## src/dap_pkg.sv

```systemverilog
// Shared constants and carrier types for the dual serial audio port block
package dap_pkg;

	// ==========================================================
	// Port count and word geometry
	localparam int unsigned NUM_PORTS = 2;
	localparam int unsigned WORD_W    = 16;
	localparam logic [4:0]  WORD_BITS = 5'h10;  // Data bits per channel slot

	// ==========================================================
	// Master-mode frame geometry (bit clocks per frame and per slot)
	localparam logic [5:0] FRAME_LEN_32 = 6'h20;
	localparam logic [5:0] FRAME_LEN_50 = 6'h32;
	localparam logic [5:0] SLOT_LEN_32  = 6'h10;
	localparam logic [5:0] SLOT_LEN_50  = 6'h19;

	// ==========================================================
	// Timing: core clock and target rates in kHz
	localparam int unsigned CORE_CLK_KHZ = 20000;
	localparam int unsigned FRAME_KHZ    = 48;
	localparam int unsigned BCLK_32_KHZ  = FRAME_KHZ * 32;  // 1536 kHz
	localparam int unsigned BCLK_50_KHZ  = FRAME_KHZ * 50;  // 2400 kHz
	localparam int unsigned SLAVE_MAX_KHZ = 3072;            // Peer bit clock ceiling
	localparam real         DUTY_MIN     = 0.35;             // Least phase share of period

	// ==========================================================
	// N/M divider: half-period ticks at twice the bit clock rate
	localparam int unsigned ACC_W = 12;
	localparam int unsigned GCD_32 = 32;
	localparam int unsigned GCD_50 = 800;
	localparam logic [ACC_W-1:0] DIV_N_32 = ACC_W'(2 * BCLK_32_KHZ / GCD_32);
	localparam logic [ACC_W-1:0] DIV_M_32 = ACC_W'(CORE_CLK_KHZ / GCD_32);
	localparam logic [ACC_W-1:0] DIV_N_50 = ACC_W'(2 * BCLK_50_KHZ / GCD_50);
	localparam logic [ACC_W-1:0] DIV_M_50 = ACC_W'(CORE_CLK_KHZ / GCD_50);

	// ==========================================================
	// Reset values
	localparam logic [WORD_W-1:0] WORD_RST = 16'h0000;

	// ==========================================================
	// Carrier types
	typedef struct packed {
		logic sck;
		logic ws;
		logic sdi;
	} dap_pin_in_s;

	typedef struct packed {
		logic sck;
		logic sck_oe_n;
		logic ws;
		logic ws_oe_n;
		logic sdo;
	} dap_pin_out_s;

	typedef struct packed {
		logic [WORD_W-1:0] left;
		logic [WORD_W-1:0] right;
	} dap_stereo_s;

	typedef struct packed {
		logic master;
		logic frame50;
	} dap_cfg_s;

	// Per-port engine state
	typedef struct packed {
		logic              sck;
		logic              ws;
		logic              sdo;
		logic              oe_n;
		logic              sck_prev;
		logic              ws_smp;
		logic              ws_last;
		logic [5:0]        bit_cnt;
		logic [WORD_W-1:0] tx_sh;
		logic [4:0]        tx_cnt;
		logic [WORD_W-1:0] tx_hold;
		logic              tx_take;
		logic [WORD_W-1:0] rx_sh;
		logic [4:0]        rx_cnt;
		logic              rx_ch;
		logic [WORD_W-1:0] rx_left;
		dap_stereo_s       rx;
		logic              rx_valid;
	} dap_port_st_s;

endpackage

```

## src/dap_nm_div.sv

```systemverilog
// Fractional N/M clock-enable divider
`timescale 1ns/1ps
`default_nettype none

module dap_nm_div
	import dap_pkg::*;
(
	input  wire logic             i_core_clk,
	input  wire logic             i_rst_n,
	input  wire logic             i_en,
	input  wire logic [ACC_W-1:0] i_step,
	input  wire logic [ACC_W-1:0] i_mod,
	output var  logic             o_tick
);

	// ==========================================================
	// Accumulator
	logic [ACC_W:0]   sum;
	logic [ACC_W-1:0] acc_ff;
	logic [ACC_W-1:0] nxt_acc;
	logic             tick_ff;
	logic             nxt_tick;

	// Add N each cycle, pay out M with one tick; ticks spread evenly
	always_comb begin
		sum      = {1'b0, acc_ff} + {1'b0, i_step};
		nxt_acc  = acc_ff;
		nxt_tick = 1'b0;
		if (!i_en) begin
			nxt_acc = '0;  // Restart cleanly on mode change
		end else if (sum >= {1'b0, i_mod}) begin
			nxt_acc  = ACC_W'(sum - {1'b0, i_mod});
			nxt_tick = 1'b1;
		end else begin
			nxt_acc = sum[ACC_W-1:0];
		end
	end

	always_ff @(posedge i_core_clk or negedge i_rst_n) begin
		if (!i_rst_n) begin
			acc_ff  <= '0;
			tick_ff <= 1'b0;
		end else begin
			acc_ff  <= nxt_acc;
			tick_ff <= nxt_tick;
		end
	end

	assign o_tick = tick_ff;

endmodule

`default_nettype wire

```

## src/dap_top.sv

```systemverilog
// Dual serial stereo audio port, master or slave per port
//
// How it works
// - Two independent ports, each with own pins
// - Each port selects master or slave role
// - Master drives clock/select; output always driven
// - Every channel word carries sixteen bits
// - Left word MSB leads each frame
// - MSB follows word-select change by one clock
// - Select low is left, high is right
// - Output changes on falling, peer samples rising
// - Master frame 48 kHz, 32 or 50 clocks
// - Master bit clock from N/M divider
// - Slave takes any peer clock up to 3.072 MHz
// - Master clock phases each at least 0.35T
`timescale 1ns/1ps
`default_nettype none

module dap_top
	import dap_pkg::*;
(
	input  wire logic                          i_core_clk,
	input  wire logic                          i_rst_n,
	input  wire dap_cfg_s     [NUM_PORTS-1:0]  i_cfg,
	input  wire dap_pin_in_s  [NUM_PORTS-1:0]  i_pin,
	input  wire dap_stereo_s  [NUM_PORTS-1:0]  i_tx,
	output var  dap_pin_out_s [NUM_PORTS-1:0]  o_pin,
	output var  logic         [NUM_PORTS-1:0]  o_tx_take,
	output var  dap_stereo_s  [NUM_PORTS-1:0]  o_rx,
	output var  logic         [NUM_PORTS-1:0]  o_rx_valid
);

	// ==========================================================
	// One engine per port; no state is shared between ports
	genvar g;
	generate
		for (g = 0; g < NUM_PORTS; g++) begin : g_port
			dap_port_st_s     st_ff;
			dap_port_st_s     nxt_st;
			logic             tick;
			logic             ev_rise;
			logic             ev_fall;
			logic             ws_line;
			logic [ACC_W-1:0] div_n;
			logic [ACC_W-1:0] div_m;

			// Divider ratio follows the frame-length choice
			assign div_n = i_cfg[g].frame50 ? DIV_N_50 : DIV_N_32;
			assign div_m = i_cfg[g].frame50 ? DIV_M_50 : DIV_M_32;

			// Half-period ticks; toggling on them keeps each phase at least 0.46T in 32-clock frames, 0.44T (4 of 9 cycles) in 50-clock frames
			dap_nm_div u_div (
				.i_core_clk (i_core_clk),
				.i_rst_n    (i_rst_n),
				.i_en       (i_cfg[g].master),
				.i_step     (div_n),
				.i_mod      (div_m),
				.o_tick     (tick)
			);

			// Bit clock edges: own toggles in master, pin transitions in slave
			assign ev_rise = i_cfg[g].master ? (tick & ~st_ff.sck)
				: (~st_ff.sck_prev & i_pin[g].sck);
			assign ev_fall = i_cfg[g].master ? (tick & st_ff.sck)
				: (st_ff.sck_prev & ~i_pin[g].sck);
			// Word select as seen on the wire, whoever drives it
			assign ws_line = i_cfg[g].master ? st_ff.ws : i_pin[g].ws;

			// Next-state logic for clock, framing, transmit and receive
			always_comb begin
				nxt_st          = st_ff;
				nxt_st.tx_take  = 1'b0;
				nxt_st.rx_valid = 1'b0;
				nxt_st.oe_n     = ~i_cfg[g].master;
				nxt_st.sck_prev = i_pin[g].sck;

				// Master clock and frame counter; slave holds them idle
				if (i_cfg[g].master) begin
					if (tick) begin
						nxt_st.sck = ~st_ff.sck;
					end
					if (ev_fall) begin
						if (6'(st_ff.bit_cnt + 6'h01)
							>= (i_cfg[g].frame50 ? FRAME_LEN_50 : FRAME_LEN_32)) begin
							nxt_st.bit_cnt = 6'h00;
						end else begin
							nxt_st.bit_cnt = 6'(st_ff.bit_cnt + 6'h01);
						end
						// First half of frame is left (low), second right (high)
						nxt_st.ws = (nxt_st.bit_cnt
							>= (i_cfg[g].frame50 ? SLOT_LEN_50 : SLOT_LEN_32));
					end
				end else begin
					nxt_st.sck     = 1'b0;
					nxt_st.ws      = 1'b0;
					nxt_st.bit_cnt = 6'h00;
				end

				// Receive side: capture on rising edges only
				if (ev_rise) begin
					nxt_st.ws_smp = ws_line;
					if (st_ff.rx_cnt < WORD_BITS) begin
						nxt_st.rx_sh  = {st_ff.rx_sh[WORD_W-2:0], i_pin[g].sdi};
						nxt_st.rx_cnt = 5'(st_ff.rx_cnt + 5'h01);
						if (st_ff.rx_cnt == 5'(WORD_BITS - 5'h01)) begin
							if (!st_ff.rx_ch) begin
								nxt_st.rx_left = nxt_st.rx_sh;
							end else begin
								nxt_st.rx.left  = st_ff.rx_left;
								nxt_st.rx.right = nxt_st.rx_sh;
								nxt_st.rx_valid = 1'b1;
							end
						end
					end
					// A select change starts a new word count
					if (ws_line != st_ff.ws_smp) begin
						nxt_st.rx_cnt = 5'h00;
						nxt_st.rx_ch  = ws_line;
					end
				end

				// Transmit side: drive only on falling edges
				if (ev_fall) begin
					nxt_st.ws_last = st_ff.ws_smp;
					if (st_ff.ws_smp != st_ff.ws_last) begin
						// One clock after the select change: MSB goes out
						if (!st_ff.ws_smp) begin
							nxt_st.sdo     = i_tx[g].left[WORD_W-1];
							nxt_st.tx_sh   = {i_tx[g].left[WORD_W-2:0], 1'b0};
							nxt_st.tx_hold = i_tx[g].right;
							nxt_st.tx_take = 1'b1;
						end else begin
							nxt_st.sdo   = st_ff.tx_hold[WORD_W-1];
							nxt_st.tx_sh = {st_ff.tx_hold[WORD_W-2:0], 1'b0};
						end
						nxt_st.tx_cnt = 5'h01;
					end else if (st_ff.tx_cnt < WORD_BITS) begin
						nxt_st.sdo    = st_ff.tx_sh[WORD_W-1];
						nxt_st.tx_sh  = {st_ff.tx_sh[WORD_W-2:0], 1'b0};
						nxt_st.tx_cnt = 5'(st_ff.tx_cnt + 5'h01);
					end else begin
						nxt_st.sdo = 1'b0;
					end
				end
			end

			// State register
			always_ff @(posedge i_core_clk or negedge i_rst_n) begin
				if (!i_rst_n) begin
					st_ff <= '{
						sck: 1'b0, ws: 1'b0, sdo: 1'b0, oe_n: 1'b1,
						sck_prev: 1'b0, ws_smp: 1'b0, ws_last: 1'b0,
						bit_cnt: 6'h00, tx_sh: WORD_RST, tx_cnt: WORD_BITS,
						tx_hold: WORD_RST, tx_take: 1'b0, rx_sh: WORD_RST,
						rx_cnt: WORD_BITS, rx_ch: 1'b0, rx_left: WORD_RST,
						rx: '{left: WORD_RST, right: WORD_RST}, rx_valid: 1'b0};
				end else begin
					st_ff <= nxt_st;
				end
			end

			// Pins and user outputs come straight from the state register
			assign o_pin[g].sck      = st_ff.sck;
			assign o_pin[g].sck_oe_n = st_ff.oe_n;
			assign o_pin[g].ws       = st_ff.ws;
			assign o_pin[g].ws_oe_n  = st_ff.oe_n;
			assign o_pin[g].sdo      = st_ff.sdo;
			assign o_tx_take[g]      = st_ff.tx_take;
			assign o_rx[g]           = st_ff.rx;
			assign o_rx_valid[g]     = st_ff.rx_valid;
		end
	endgenerate

endmodule

`default_nettype wire

```

## config.mk

```make
export PLATFORM = sky130hd
export DESIGN_NAME = dap_top
export DESIGN_NICKNAME = d
export VERILOG_FILES = /design/src/dap_pkg.sv /design/src/dap_nm_div.sv /design/src/dap_top.sv
export SDC_FILE = /design/constraint.sdc
export NUM_CORES = 1
export LEC_CHECK = 0
export ABC_AREA = 1
export BUFFER_PORTS_ARGS = -buffer_cell sky130_fd_sc_hd__buf_4
export CORE_AREA = 2 2 166 168
export DETAILED_ROUTE_END_ITERATION = 8
export DIE_AREA = 0 0 168 170
export GPL_TIMING_DRIVEN = 0
export HOLD_SLACK_MARGIN = 0.06
export MAX_ROUTING_LAYER = met4
export PLACE_DENSITY = 0.76
export SYNTH_ARGS = -nofsm -noshare
export SYNTH_HDL_FRONTEND = slang
export SYNTH_SLANG_ARGS = --single-unit
export TNS_END_PERCENT = 20
```

## constraint.sdc

```tcl
create_clock -name i_core_clk -period 6.6 [get_ports i_core_clk]
set_clock_uncertainty 0.1 [all_clocks]
set_input_delay 0.66 -clock i_core_clk [delete_from_list [all_inputs] [get_ports i_core_clk]]
set_output_delay 0.66 -clock i_core_clk [all_outputs]
set_load 0.005 [all_outputs]
```

==> insert_results.sql <==
INSERT INTO impl_metrics (metric_group, metric, value, unit) VALUES
('route', 'detail_route.wirelength', '29.8', 'mm'),
('synth', 'synth.area.top_cells', 'dfrtp_1 (49%), nand2_1 (11%), o21ai_0 (6.7%), mux2_2 (5.1%), buf_4 (4.5%)', ''),
('floorplan', 'starting_density_of_the_core', '0.498', ''),
('route', 'drt-vias-per-instance', '5.13', ''),
('sta', 'max_slew_margin', '0.583', ''),
('synth', 'yosys_register_bits', '266', ''),
('synth', 'mappedNetlistNets', '1622', ''),
('clock_tree', 'later_pin_clock_latency_in_the_skew_report', '0.55', 'ns'),
('clock_tree', 'clockBufferDepth', '3', ''),
('critical_path', 'timing.critical_path.arrival', '3.74', 'ns'),
('critical_path', 'critical_path_class', 'register to register', ''),
('critical_path', 'crit-reg2reg-capture', 'g_port[0].u_div.acc_ff[6]', ''),
('global_route', 'first_global_vias', '10600', ''),
('route', 'detail-route-antenna-nets', '0', ''),
('clock_tree', 'post_cts.resized_instances', '0', ''),
('pwr', 'leakage', '8.18', 'nW'),
('critical_path', 'cp_data_required_time', '6.98', 'ns'),
('floorplan', 'total_i_o_pin_count', '154', ''),
('sta', 'fmaxAchievable', '0.297', 'GHz'),
('floorplan', 'die_height', '170', 'um'),
('floorplan', 'fp.dieArea', '28600', 'um2'),
('floorplan', 'rows', '60', ''),
('global_route', 'track_usage', '0.218', ''),
('critical_path', 'endpoint_kind', 'register', ''),
('sta', 'min_period_over_period', '0.509', ''),
('floorplan', 'design.core.area', '26700', 'um2'),
('sta', 'timing.final.hold_violations', '0', ''),
('synth', 'synthDominantAreaCellType', 'dfrtp_1', ''),
('clock_tree', 'cts_root_buffer', 'clkbuf_16', ''),
('clock_tree', 'numCtsBuffers', '29', ''),
('sta', 'tightestPinTransition', '0.626', 'ns'),
('global_route', 'antenna_violations_before_repair', '1', ''),
('global_route', 'grt_first_pass_wirelength', '50.3', 'mm'),
('final_layout', 'drive_above_1_share', '0.222', ''),
('synth', 'dominantRegCellSynth', 'dfrtp_1', ''),
('pwr', 'ir_drop', '222', 'uV'),
('place', 'postPlaceCellArea', '14900', 'um2'),
('clock_tree', 'total_number_of_clock_tree_sinks', '266', ''),
('final_layout', 'layout.core_utilization', '0.598', ''),
('place', 'gp_routability_congestion', '0.890', ''),
('sta', 'setup_tns', '0', 'ns'),
('job', 'drv.max_cap_violation_count', '0', ''),
('sta', 'setup_repair_after_global_routing_missed_its_margin', 'no', ''),
('synth', 'synthMostInstantiatedCell', 'nand2_1', ''),
('route', 'vias', '10500', ''),
('global_route', 'grt_max_degree', '100', ''),
('min_path', 'hp-class', 'input pin to register', ''),
('route', 'post_drt_wl_per_cell', '14.5', 'um'),
('place', 'io_buffer_count', '152', ''),
('route', 'detail_route.drc_violations', '0', ''),
('floorplan', 'die_w', '168', 'um'),
('sta', 'post-route-min-period', '3.36', 'ns'),
('synth', 'ys_async_sr_fraction', '1.00', ''),
('synth', 'netlist-cell-type-count', '44', ''),
('clock_tree', 'clock_tree_from_tritoncts', 'yes', ''),
('place', 'detailedPlacementHpwl', '21.3', 'mm'),
('synth', 'ys.warnings.count', '0', ''),
('pwr', 'pwr_density_cell', '378', 'nW/um2'),
('clock_tree', 'clk_pin_slew', '0.06', 'ns'),
('route', 'drtPass1Iterations', '5', ''),
('critical_path', 'setup.reg_to_reg.worst_slack', '3.24', 'ns'),
('synth', 'syn-cell-area', '13300', 'um2'),
('min_path', 'hold_depth', '1', ''),
('min_path', 'holdCritStartpoint', 'i_pin[5]', ''),
('synth', 'number_of_enable_type_register_cells_in_the_synthesized_netlist', '0', ''),
('critical_path', 'crit_path_max_fanout', '6', ''),
('critical_path', 'reg2reg_depth', '19', ''),
('critical_path', 'reg2reg_from', 'g_port[0].u_div.acc_ff[1]', ''),
('synth', 'yosys-top-cells-count', 'nand2_1 (387), dfrtp_1 (260), o21ai_0 (178)', ''),
('clock_tree', 'cts_max_level', '1', ''),
('min_path', 'whs_endpoint', 'g_port[1].st_ff[117]', ''),
('critical_path', 'setup.worst_path.start_class', 'register', ''),
('synth', 'syn_area_per_cell', '8.80', 'um2'),
('global_route', 'grt_overflow_total', '0', ''),
('final_layout', 'syn2layout_area_growth', '20.1', '%'),
('sta', 'report.final.slew_viol_count', '0', ''),
('route', 'first_iter_violations', '639', ''),
('sta', 'finalSetupViolCount', '0', ''),
('synth', 'yosysSeqAreaShare', '0.503', ''),
('synth', 'netlist.area_leader.share', '0.491', ''),
('final_layout', 'final_design_area_no_fill', '15900', 'um2'),
('synth', 'post_synth_inst_count', '1506', ''),
('final_layout', 'finalNetCount', '1808', ''),
('status', 'run_status', 'finished, final reports clean', '');
## per-stage QoR
stage | power (mW) | cells | setup WS (ns) | hold slack, ns
floorplan | 3.76 | 1506 | 3.38 | 0.264
global placement | 4.22 | 1999 | 2.55 | 0.353
detailed placement | 4.31 | 2001 | 2.76 | 0.359
CTS | 6.05 | 2055 | 3.24 | 0.116
global route | 6.47 | 2056 | 2.85 | 0.118
finish | 6.02 | 2056 | 3.24 | 0.138
## registers in the layout (all words and copies together), names as in the netlist
name,flops
g_port.u_div.acc_ff,24
o_rx_valid,2
o_tx_take,2
o_rx,64
g_port.st_ff,164
o_pin,8
g_port.u_div.o_tick,2
## timing repair
action,in CTS,in global routing
hold buffers,1,0
endpoints found under the hold margin,75,0
buffers inserted,0,0
## kinds of logic (layout without fill, tap and decap cells)
group / count (synthesis) / after routing / synth area share
muxes: 61 / 61 / 0.0517
buffers and inverters: 270 / 478 / 0.101
DFF: 266 / 266 / 0.503
xor gates and xnor gates: 31 / 31 / 0.0205
AOI/OAI and AO/OA: 220 / 220 / 0.0877
adders and majority gates: 40 / 40 / 0.0389
and+or+nand+nor: 618 / 618 / 0.198
other: 0 / 1 / 0
## worst max-delay path: stages (launching register included)
cell	delay, ns
dfrtp_1	0.36
ha_1	0.21
fa_1	0.42
nand2_1	0.15
nor2_1	0.06
nand2_1	0.07
nand2_1	0.07
nand2_1	0.14
nor2_1	0.07
xor2_1	0.16
ha_1	0.34
nand4_1	0.11
nor2_1	0.05
nand3_1	0.08
nand2_1	0.06
nor2_2	0.24
nand3_2	0.17
nor2_2	0.27
nand2_1	0.08
nand2_1	0.08
## worst max-delay path by stage
stage                         startpoint  cells after the start                        end  slack [ns]
2_1_floorplan                   i_cfg[0]                     19  g_port[0].u_div.acc_ff[6]        3.38
3_3_place_gp                     i_rst_n                      1                   o_rx[62]        2.55
3_5_place_dp                    i_cfg[0]                     20  g_port[0].u_div.acc_ff[9]        2.76
4_1_cts        g_port[0].u_div.acc_ff[1]                     19  g_port[0].u_div.acc_ff[9]        3.24
5_1_grt        g_port[0].u_div.acc_ff[1]                     19  g_port[0].u_div.acc_ff[1]        2.85
6_report       g_port[0].u_div.acc_ff[1]                     19  g_port[0].u_div.acc_ff[6]        3.24
## metal layers
layer / track usage / vias to the layer above / routed length, um
met5: - / - / 0
met4: 0.0571 / 0 / 657
met3: 0.0291 / 57 / 1320
met2: 0.367 / 226 / 14500
met1: 0.280 / 5067 / 13300
li1: - / 5189 / -
## cell usage in the layout (no fill, tap or decap), drive strengths merged
cell type	instances
a21o	2
a21oi	19
a22oi	1
a31oi	1
a32o	1
and2	2
buf	247
bufinv	3
clkbuf	82
clkinv	2
clkinvlp	1
dfrtp	260
dfstp	6
diode	1
dlygate4sd3	1
fa	2
ha	38
inv	142
mux2	60
mux2i	1
nand2	397
nand3	99
nand3b	10
nand4	18
nor2	81
nor3	8
nor3b	1
nor4	1
o211ai	5
o21a	1
o21ai	181
o21bai	2
o22ai	4
o311ai	2
o41ai	1
or2	1
xnor2	6
xor2	25
## final cells by class
type                            count  area (um2)
Timing Repair Buffer              155        1210
Tap cell                          341         427
Antenna cell                        1        2.50
Buffer                            129         808
Clock buffer                       46         900
Clock inverter                      7         128
Inverter                          141         529
Multi-Input combinational cell    970        5260
Fill cell                        2246       10700
Sequential cell                   266        6660
## power by group
part | switching [mW] | internal (mW) | total, mW
registers | 0.245 | 2.04 | 2.29
logic | 1.25 | 0.777 | 2.03
clock network | 0.655 | 1.05 | 1.70
Note: power is estimated with default switching activity, not from simulation.
